File: src/hdl/gci_regs.svh
// Register offsets, field codes, reset values and timing counts of the customer input block.
// Assumes a 40 MHz system clock and a 32-bit AHB-Lite register bus.
`ifndef GCI_REGS_SVH
`define GCI_REGS_SVH

// ============================================================
// Timing
`define GCI_CLK_HZ 40000000
`define GCI_TICK_S 1
`define GCI_TICK_CYCLES (`GCI_CLK_HZ * `GCI_TICK_S)
`define GCI_DEBOUNCE_US 1000
`define GCI_DEBOUNCE_CYCLES ((`GCI_CLK_HZ / 1000000) * `GCI_DEBOUNCE_US)
`define GCI_LS_TMO_S 10
`define GCI_COOLDOWN_S 300

// ============================================================
// Register offsets
`define GCI_CTRL_OFS 8'h00
`define GCI_CMD_OFS 8'h04
`define GCI_LSTMO_OFS 8'h08
`define GCI_STATUS_OFS 8'h0C
`define GCI_INPUT_OFS 8'h10
`define GCI_OUTPUT_OFS 8'h14

// ============================================================
// Field codes and reset values
`define GCI_CTRL_RST 32'h0000_0000
`define GCI_OP_OFF 2'h0
`define GCI_OP_RUN 2'h1
`define GCI_OP_AUTO 2'h2
`define GCI_SETUP_NONE 2'h0
`define GCI_SETUP_SINGLE 2'h1
`define GCI_SETUP_MULTI 2'h2
`define GCI_CF_WAKE_MASK 4'h6
`define GCI_IN_ACT_HIGH 16'h1800

// ============================================================
// Input bit positions
`define GCI_IN_RSTART 0
`define GCI_IN_ESTOP 1
`define GCI_IN_CF_LSB 2
`define GCI_IN_FRESET 6
`define GCI_IN_IDLE 7
`define GCI_IN_LFUEL 8
`define GCI_IN_RUPT 9
`define GCI_IN_UPGND 10
`define GCI_IN_UPHI 11
`define GCI_IN_LSHI 12
`define GCI_IN_LDEM 13
`define GCI_IN_BINH 14
`define GCI_IN_BPOS 15

`endif

File: src/hdl/gci_pkg.sv
// Types and small helpers shared by the customer input block.
// Assumes nothing beyond a SystemVerilog compiler.
package gci_pkg;

  // ============================================================
  // Load demand sequence
  typedef enum logic [2:0] {
    LD_OFF,
    LD_RAMP,
    LD_OPEN,
    LD_COOL,
    LD_STOP
  } gci_ld_state_t;

  // ============================================================
  // Edge helper
  function automatic logic gci_rise(input logic cur, input logic prev);
    return cur & ~prev;
  endfunction

endpackage

File: src/hdl/gci_debounce.sv
// Two-stage synchroniser and stability filter for one contact input.
// Assumes the input may change at any time relative to clk.
`timescale 1ns/1ps
module gci_debounce #(
  parameter int CYC = 40000
) (
  input wire logic clk,
  input wire logic rst_n,
  input wire logic din,
  output logic dout
);
  localparam int CW = $clog2(CYC + 1);
  logic sync1_reg;
  logic sync2_reg;
  logic [CW-1:0] cnt_reg;

  always_ff @(posedge clk or negedge rst_n) begin
    if (!rst_n) begin
      sync1_reg <= 1'b1;
      sync2_reg <= 1'b1;
    end else begin
      sync1_reg <= din;
      sync2_reg <= sync1_reg;
    end
  end

  // A level must hold for CYC samples; any bounce restarts the wait.
  always_ff @(posedge clk or negedge rst_n) begin
    if (!rst_n) begin
      cnt_reg <= '0;
      dout <= 1'b1;
    end else if (sync2_reg == dout) begin
      cnt_reg <= '0;
    end else if (cnt_reg == CW'(CYC - 1)) begin
      cnt_reg <= '0;
      dout <= sync2_reg;
    end else begin
      cnt_reg <= cnt_reg + 1'b1;
    end
  end
endmodule

File: src/hdl/gci_top.sv
// Customer discrete input handler with an AHB-Lite register slave.
// Assumes pins arrive asynchronously; dormant, load_at_min and load_set_code come from logic on hclk.
// Functional notes
// - Auto plus remote start begins cranking.
// - Reset refused while remote start grounded.
// - Emergency stop shuts down immediately.
// - Customer faults raise alarm or shutdown.
// - Fault reset clears all but emergency stop.
// - Idle input: idle speed, voltage disabled; here only in the manual run position.
// - Low fuel input raises warning.
// - Dormant: wake first, then low fuel.
// - Rupture basin input raises alarm.
// - Form C contact shows any warning.
// - Single-unit: supply level enables synchronizer.
// - Load demand needs multi-unit setup.
// - Single setup: close only with verify grounded.
// - Inhibit input opens or blocks breaker.
// - Grounded position input means breaker closed.
// - Utility parallel: kW set from load-set input.
// - Missing lead-start pulse: warning and backup.
// - Load demand: ramp, open, cool, stop.
// - Emergency stop cleared from panel only.
// - Utility mode needs both inputs together.
//
// The implementer's own choices: the placing of the registers and the AHB-Lite slave port.
`timescale 1ns/1ps
`include "gci_regs.svh"
module gci_top import gci_pkg::*; #(
  parameter int TICK_CYCLES = `GCI_TICK_CYCLES,
  parameter int DB_CYCLES = `GCI_DEBOUNCE_CYCLES,
  parameter logic [15:0] COOLDOWN_S = 16'(`GCI_COOLDOWN_S)
) (
  input wire logic hclk,
  input wire logic hresetn,
  input wire logic hsel,
  input wire logic [31:0] haddr,
  input wire logic [1:0] htrans,
  input wire logic hwrite,
  input wire logic [2:0] hsize,
  input wire logic hready,
  input wire logic [31:0] hwdata,
  output logic [31:0] hrdata,
  output logic hreadyout,
  output logic hresp,
  input wire logic remote_start_n,
  input wire logic estop_n,
  input wire logic [3:0] cust_fault_n,
  input wire logic fault_reset_n,
  input wire logic engine_idle_n,
  input wire logic low_fuel_n,
  input wire logic rupture_basin_n,
  input wire logic util_par_gnd_n,
  input wire logic util_par_hi,
  input wire logic lead_start_hi,
  input wire logic ld_demand_n,
  input wire logic bkr_inhibit_n,
  input wire logic bkr_pos_n,
  input wire logic dormant,
  input wire logic load_at_min,
  input wire logic [9:0] load_set_code,
  output logic crank_start,
  output logic shutdown_now,
  output logic idle_speed,
  output logic volt_enable,
  output logic wake_req,
  output logic warn_contact_no,
  output logic warn_contact_nc,
  output logic sync_enable,
  output logic backup_enable,
  output logic bkr_close_permit,
  output logic bkr_open_cmd,
  output logic util_par_mode,
  output logic load_demand_mode,
  output logic ramp_down_req,
  output logic ld_shutdown,
  output logic [9:0] kw_setpoint
);
  localparam int TW = $clog2(TICK_CYCLES);

  logic [15:0] pin_vec;
  logic [15:0] db_raw;
  logic [15:0] db_in;
  logic [15:0] in_db;
  logic [31:0] ctrl_reg;
  logic [7:0] ls_tmo_reg;
  logic panel_reset_reg;
  logic wr_pend_reg;
  logic [7:0] wr_addr_reg;
  logic [31:0] rd_val;
  logic [TW-1:0] tick_cnt_reg;
  logic tick;
  logic [11:0] status_reg;
  logic [11:0] status_set;
  logic [11:0] status_clr;
  logic freset_prev_reg;
  logic ls_prev_reg;
  logic [7:0] ls_sec_reg;
  logic [15:0] cool_sec_reg;
  gci_ld_state_t ld_state;
  logic [1:0] op_sel;
  logic [1:0] setup_sel;
  logic [3:0] cf_sd_sel;
  logic [3:0] cf_db;
  logic [3:0] cf_gate;
  logic freset_ok;
  logic ls_active;
  logic ls_set;
  logic shut_any;
  logic run_ok;
  logic warn_any;
  logic idle_next;

  // ============================================================
  // Input conditioning
  assign pin_vec = {bkr_pos_n, bkr_inhibit_n, ld_demand_n, lead_start_hi, util_par_hi, util_par_gnd_n,
                    rupture_basin_n, low_fuel_n, engine_idle_n, fault_reset_n, cust_fault_n, estop_n,
                    remote_start_n};
  // High-level pins are flipped so every filter idles high, the level it resets to; otherwise a
  // false lead-start edge would follow reset.
  assign db_in = pin_vec ^ `GCI_IN_ACT_HIGH;

  for (genvar gi = 0; gi < 16; gi++) begin : g_db
    gci_debounce #(.CYC(DB_CYCLES)) u_db (
      .clk(hclk),
      .rst_n(hresetn),
      .din(db_in[gi]),
      .dout(db_raw[gi])
    );
  end

  // Contact inputs count when grounded, the two high-level inputs when raised.
  assign in_db = ~db_raw;

  assign op_sel = ctrl_reg[1:0];
  assign setup_sel = ctrl_reg[3:2];
  assign cf_sd_sel = ctrl_reg[7:4];
  assign cf_db = in_db[`GCI_IN_CF_LSB +: 4];

  // ============================================================
  // Register bus
  assign hreadyout = 1'b1;
  assign hresp = 1'b0;

  always_comb begin
    rd_val = 32'h0000_0000;
    case (haddr[7:0])
      `GCI_CTRL_OFS: rd_val = {24'h00_0000, ctrl_reg[7:0]};
      `GCI_LSTMO_OFS: rd_val = {24'h00_0000, ls_tmo_reg};
      `GCI_STATUS_OFS: rd_val = {19'h0_0000, ld_shutdown, status_reg};
      `GCI_INPUT_OFS: rd_val = {16'h0000, in_db};
      `GCI_OUTPUT_OFS: rd_val = {16'h0000, ramp_down_req, load_demand_mode, util_par_mode, bkr_open_cmd,
                                 bkr_close_permit, backup_enable, sync_enable, warn_contact_no, wake_req,
                                 volt_enable, idle_speed, shutdown_now, crank_start, 3'h0};
      default: rd_val = 32'h0000_0000;
    endcase
  end

  // Read data is sampled in the address phase, so a read right behind a write to the same register
  // returns the value from before that write.
  always_ff @(posedge hclk or negedge hresetn) begin
    if (!hresetn) begin
      wr_pend_reg <= 1'b0;
      wr_addr_reg <= 8'h00;
      hrdata <= 32'h0000_0000;
    end else begin
      wr_pend_reg <= hsel & hready & htrans[1] & hwrite;
      if (hsel & hready & htrans[1]) begin
        wr_addr_reg <= haddr[7:0];
        if (!hwrite) begin
          hrdata <= rd_val;
        end
      end
    end
  end

  always_ff @(posedge hclk or negedge hresetn) begin
    if (!hresetn) begin
      ctrl_reg <= `GCI_CTRL_RST;
      ls_tmo_reg <= 8'(`GCI_LS_TMO_S);
      panel_reset_reg <= 1'b0;
    end else begin
      panel_reset_reg <= 1'b0;
      if (wr_pend_reg) begin
        case (wr_addr_reg)
          `GCI_CTRL_OFS: ctrl_reg <= {24'h00_0000, hwdata[7:0]};
          `GCI_CMD_OFS: panel_reset_reg <= hwdata[0];
          `GCI_LSTMO_OFS: ls_tmo_reg <= hwdata[7:0];
          default: ;
        endcase
      end
    end
  end

  // ============================================================
  // One-second tick
  always_ff @(posedge hclk or negedge hresetn) begin
    if (!hresetn) begin
      tick_cnt_reg <= '0;
    end else if (tick) begin
      tick_cnt_reg <= '0;
    end else begin
      tick_cnt_reg <= tick_cnt_reg + 1'b1;
    end
  end
  assign tick = (tick_cnt_reg == TW'(TICK_CYCLES - 1));

  // ============================================================
  // Fault latches
  assign freset_ok = gci_rise(in_db[`GCI_IN_FRESET], freset_prev_reg) & ~in_db[`GCI_IN_RSTART];
  assign cf_gate = ~({4{dormant}} & `GCI_CF_WAKE_MASK);

  always_comb begin
    status_set[0] = in_db[`GCI_IN_ESTOP];
    status_set[4:1] = cf_db & ~cf_sd_sel & cf_gate;
    status_set[8:5] = cf_db & cf_sd_sel & cf_gate;
    status_set[9] = in_db[`GCI_IN_LFUEL] & ~dormant;
    status_set[10] = in_db[`GCI_IN_RUPT];
    status_set[11] = ls_set;
    status_clr[0] = panel_reset_reg;
    status_clr[11:1] = {11{freset_ok}};
  end

  // A set in the same cycle as its clear wins, so no fault is lost.
  always_ff @(posedge hclk or negedge hresetn) begin
    if (!hresetn) begin
      status_reg <= 12'h000;
      freset_prev_reg <= 1'b0;
    end else begin
      status_reg <= status_set | (status_reg & ~status_clr);
      freset_prev_reg <= in_db[`GCI_IN_FRESET];
    end
  end

  // ============================================================
  // Lead-start pulse watchdog
  assign ls_active = (setup_sel != `GCI_SETUP_SINGLE);
  assign ls_set = ls_active & (ls_tmo_reg != 8'h00) & (ls_sec_reg >= ls_tmo_reg);

  always_ff @(posedge hclk or negedge hresetn) begin
    if (!hresetn) begin
      ls_sec_reg <= 8'h00;
      ls_prev_reg <= 1'b0;
    end else begin
      ls_prev_reg <= in_db[`GCI_IN_LSHI];
      if (!ls_active || gci_rise(in_db[`GCI_IN_LSHI], ls_prev_reg)) begin
        ls_sec_reg <= 8'h00;
      end else if (tick && ls_sec_reg != 8'hFF) begin
        ls_sec_reg <= ls_sec_reg + 8'h01;
      end
    end
  end

  // ============================================================
  // Load demand sequence
  always_ff @(posedge hclk or negedge hresetn) begin
    if (!hresetn) begin
      ld_state <= LD_OFF;
      cool_sec_reg <= 16'h0000;
    end else if (!load_demand_mode) begin
      ld_state <= LD_OFF;
      cool_sec_reg <= 16'h0000;
    end else begin
      case (ld_state)
        LD_OFF: ld_state <= LD_RAMP;
        LD_RAMP: if (load_at_min) begin
          ld_state <= LD_OPEN;
        end
        LD_OPEN: if (!in_db[`GCI_IN_BPOS]) begin
          ld_state <= LD_COOL;
        end
        LD_COOL: if (tick) begin
          if (cool_sec_reg >= COOLDOWN_S - 16'h0001) begin
            ld_state <= LD_STOP;
          end else begin
            cool_sec_reg <= cool_sec_reg + 16'h0001;
          end
        end
        LD_STOP: ld_state <= LD_STOP;
        default: ld_state <= LD_OFF;
      endcase
    end
  end

  assign ramp_down_req = (ld_state == LD_RAMP);
  assign ld_shutdown = (ld_state == LD_STOP);

  // ============================================================
  // Command outputs
  assign shut_any = in_db[`GCI_IN_ESTOP] | status_reg[0] | (|status_reg[8:5]);
  assign run_ok = ~shut_any & ~ld_shutdown &
                  ((op_sel == `GCI_OP_RUN) | ((op_sel == `GCI_OP_AUTO) & in_db[`GCI_IN_RSTART]));
  assign warn_any = status_reg[9] | status_reg[10] | status_reg[11] | (|status_reg[4:1]);
  // Idle only acts in the manual run position; automatic operation ignores it.
  assign idle_next = in_db[`GCI_IN_IDLE] & (op_sel == `GCI_OP_RUN);
  assign backup_enable = status_reg[11];

  always_ff @(posedge hclk or negedge hresetn) begin
    if (!hresetn) begin
      crank_start <= 1'b0;
      shutdown_now <= 1'b0;
      idle_speed <= 1'b0;
      volt_enable <= 1'b0;
      wake_req <= 1'b0;
      warn_contact_no <= 1'b0;
      warn_contact_nc <= 1'b1;
      sync_enable <= 1'b0;
      bkr_close_permit <= 1'b0;
      bkr_open_cmd <= 1'b0;
      util_par_mode <= 1'b0;
      load_demand_mode <= 1'b0;
      kw_setpoint <= 10'h000;
    end else begin
      crank_start <= run_ok;
      shutdown_now <= shut_any;
      idle_speed <= run_ok & idle_next;
      volt_enable <= run_ok & ~idle_next;
      wake_req <= dormant & (in_db[`GCI_IN_LFUEL] | (|(cf_db & `GCI_CF_WAKE_MASK)));
      warn_contact_no <= warn_any;
      warn_contact_nc <= ~warn_any;
      sync_enable <= (setup_sel == `GCI_SETUP_SINGLE) & in_db[`GCI_IN_LSHI];
      bkr_close_permit <= ~in_db[`GCI_IN_BINH] & ~shut_any & (ld_state == LD_OFF) &
                          ~((setup_sel == `GCI_SETUP_SINGLE) & ~in_db[`GCI_IN_LDEM]);
      bkr_open_cmd <= (in_db[`GCI_IN_BINH] & in_db[`GCI_IN_BPOS]) | (ld_state == LD_OPEN);
      util_par_mode <= in_db[`GCI_IN_UPGND] & in_db[`GCI_IN_UPHI];
      load_demand_mode <= in_db[`GCI_IN_LDEM] & (setup_sel == `GCI_SETUP_MULTI) &
                          (op_sel == `GCI_OP_AUTO);
      kw_setpoint <= util_par_mode ? load_set_code : 10'h000;
    end
  end
endmodule

File: config.mk
export PLATFORM = sky130hd
export DESIGN_NAME = gci_top
export DESIGN_NICKNAME = d
export VERILOG_FILES = /design/src/hdl/gci_pkg.sv /design/src/hdl/gci_debounce.sv /design/src/hdl/gci_top.sv
export VERILOG_INCLUDE_DIRS = /design/src /design/src/hdl
export SDC_FILE = /design/constraint.sdc
export NUM_CORES = 1
export LEC_CHECK = 0
export BUFFER_PORTS_ARGS = -buffer_cell sky130_fd_sc_hd__buf_4
export CELL_PAD_IN_SITES_DETAIL_PLACEMENT = 0
export CELL_PAD_IN_SITES_GLOBAL_PLACEMENT = 1
export CORE_AREA = 2 2 214 216
export CTS_BUF_LIST = sky130_fd_sc_hd__clkbuf_8 sky130_fd_sc_hd__clkbuf_16
export CTS_CLUSTER_SIZE = 24
export DETAILED_ROUTE_END_ITERATION = 12
export DIE_AREA = 0 0 216 218
export GPL_ROUTABILITY_DRIVEN = 0
export PLACE_DENSITY_LB_ADDON = 0.2
export SLEW_MARGIN = 5
export SYNTH_ARGS = -nofsm -noshare
export SYNTH_HDL_FRONTEND = slang
export SYNTH_SLANG_ARGS = --single-unit
File: constraint.sdc
create_clock -name hclk -period 3 [get_ports hclk]
set_input_delay 0.45 -clock hclk [delete_from_list [all_inputs] [get_ports hclk]]
set_output_delay 0.45 -clock hclk [all_outputs]
set_load 0.01 [all_outputs]
==> results.md <==
* Outcome: finished clean
* CP arrival at 3.20 ns
* Post-DP HPWL at 28600 µm
* R2r startpoint: tick_cnt_reg[0]
* Residual DRC at 0
* GRT met2 Usage at 27.5%
* Top post-synthesis cells by area: dfrtp_1 (48%), dfstp_2 (6.7%), nor2_1 (5.9%)
* Avg Vias per Cell at 5.11
* Max Root-Sink Buffers at 3
* Max reg flops at 256
* Die Wd at 216 µm
* Fmax at 367 MHz
* DRT antenna net count at 0
* Synth warn at 0
* Die Area at 0.0471 mm²
* TritonRoute pass-1 iters at 5
* Yosys reg bits at 435
* Global-route wire length before repair at 69200 µm
* CP Launch Point: tick_cnt_reg[0]
* Endpoints failing hold at 0
* Mapped cell area at 0.0199 mm²
* Layout cell share with drive strength beyond 1 at 14.5%
* Placed inst area at 0.0213 mm²
* Startpoint types: flop
* Worst setup margin at 0.275 ns
* Register area share after synthesis at 55.1%
* Final nets at 2168
* Vias at 13700
* Critical path type: flop to flop
* Sum Neg Setup Slack at 0 ns
* Num CTS Buffers at 48
* Clock-pin slew of the registers on the worst-case setup and hold paths at 0.06 ns
* Ys flop type: dfrtp_1
* Top cells by instance count after synthesis: dfrtp_1 (384), nor2_1 (314), xor2_1 (133)
* Synth-to-Final Area Change at 16.3%
* Least-Margin Pin Slew at 0.777 ns
* H-Tree Depth at 2
* Peak VDD IR at 0.000357 V
* GRT overflow at 0
* Worst R2R End: cool_sec_reg[3]
* Util after Layout at 51.5%
* Top Usage Layer GRT: met2
* Count leader, synth: dfrtp_1
* Sink Count at 435
* Slew HR at 47.7%
* Chip height at 218 µm
* Tcrit/Tclk final at 90.8%
* Type of the worst min-delay path: primary input to flop
* Fill cells at 4087
* Post-Synthesis Cells at 1915
* Max-Cap Viols at 0
* Min Hold Slack at 0.0936 ns
* Pin count of the biggest net entering global routing at 86
* CP Capture Type: flop
* Pre-CTS setup slack at 0.284 ns
* Total Wirelength at 40800 µm
* Grt met3 use at 3.75%
* # setup viols final at 0
* RSZ-0062 raised after global routing: no
* Crit Path Max Fanout at 11
* Post-synth EDFFs at 0
* Initial antenna violation count at 6
* Final Max Tran Viols at 0
* Min Tclk post-route at 2.73 ns
* Starting Density at 44.2%
* IO Count at 161
* R2R depth at 6
* Dominant cell type by area after synthesis: dfrtp_1
* Vias in the first global route at 13600
* Distinct cells, synth at 61
* Clk root buf: clkbuf_16
* Core area at 0.0449 mm²
* Num rows at 78
* CP Data Required Time at 3.48 ns
* Pleak at 0.0101 µW
* Worst Skew at 0.0136 ns
* Syn avg cell area at 10.4 µm²
* Clk_lat worst skew at 0.57 ns
* Pwr/cell area at 556 mW/mm²
* CTS tree: built
* Port bufs at 90
* Wirelength per Cell at 15.2 µm
* Synth async-reset ratio at 100%
* Met1 Track Usage GR at 25.4%
* Post-synth top area share at 48.4%
* Worst Setup EP: cool_sec_reg[3]
* R2R setup slack at 0.27 ns
* Post-route design area at 0.0231 mm²
* DR iter-0 viols at 723
* Gr usage total at 17.9%
layout make-up:
class | count | area (µm²) | area share, %
Multi-Input combinational cell | 1352 | 8350 | 36.1
Antenna cell | 2 | 5.00 | 0.0217
Sequential cell | 435 | 10900 | 47.4
Clock inverter | 23 | 236 | 1.02
Clock buffer | 64 | 1430 | 6.20
Timing Repair Buffer | 128 | 1100 | 4.76
Inverter | 74 | 278 | 1.20
Tap cell | 600 | 751 | 3.25
stage by stage:
stage,power (µW),instances
final,12800,2678
after global routing,13400,2676
after CTS,13100,2676
after detailed placement,6850,2572
after global placement,6830,2572
after floorplan,6540,1931
power by group:
part	switching (µW)	leakage [µW]	internal, µW
sequential	134	0.00569	6030
combinational	340	0.00355	246
clock	2340	0.000866	3760
worst max-delay path: stages (launching register included):
cell and delay, ns:
dfrtp_1 0.40, ha_1 0.29, nand4_1 0.15, or4_4 0.55, or4_4 0.61, or4_1 0.49, a21oi_1 0.15
timing repair:
| item | 4_1_cts | 5_1_grt |
|---|---|---|
| hold buffers | 17 | 0 |
| hold endpoints to repair | 81 | 0 |
| gates resized for setup | 0 | 0 |
| setup buffers | 0 | 0 |
metal layers:
layer	part of all wire, %	routed length (µm)
met3	5.3	2160
met2	44	17800
met4	2.2	909
met1	49	19800
met5	0.13	52
how the worst min path moves through the flow:
stage                                 start                       to  slack, ns  cells after the start
CTS                               hwdata[4]              ctrl_reg[4]       0.06                      3
finish                            hwdata[4]              ctrl_reg[4]       0.09                      3
floorplan                           hresetn         bkr_close_permit       0.15                      0
global placement    g_db[14].u_db.sync1_reg  g_db[14].u_db.sync2_reg       0.35                      0
global route                      hwdata[4]              ctrl_reg[4]       0.09                      3
detailed placement   g_db[7].u_db.sync1_reg   g_db[7].u_db.sync2_reg       0.35                      0
cell usage in the layout (no fill, tap or decap), drive strengths merged, types with 8 or more instances in the layout:
master / synthesis / final
a21oi: 30 / 30
a22o: 16 / 16
and2: 22 / 22
and3: 51 / 51
and4: 13 / 13
buf: 20 / 111
clkbuf: 49 / 64
clkinv: 1 / 10
conb: 2 / 18
dfrtp: 384 / 384
dfstp: 51 / 51
dlygate4sd3: 0 / 17
ha: 27 / 27
inv: 73 / 82
mux2: 34 / 34
mux2i: 9 / 9
nand2: 130 / 130
nand2b: 8 / 8
nand3: 114 / 114
nand4: 54 / 54
nor2: 314 / 314
nor2b: 15 / 15
nor3: 30 / 30
nor4: 56 / 56
o21ai: 35 / 35
o22ai: 10 / 10
or2: 19 / 19
or4: 17 / 17
or4bb: 9 / 9
xnor2: 128 / 128
xor2: 133 / 133
cell families (layout without fill, tap and decap cells):
family                     Yosys count  after routing  synth area share [%]
other                                2             20                0.0378
and+or+nand+nor                    879            879                  22.2
adders and majority gates           27             27                  1.70
xor gates and xnor gates           261            261                  11.5
buffers and inverters              144            289                  3.14
AOI/OAI and AO/OA                  124            124                  3.94
muxes                               43             43                  2.38
DFF                                435            435                  55.1
Power figures use the tool's default switching activity.
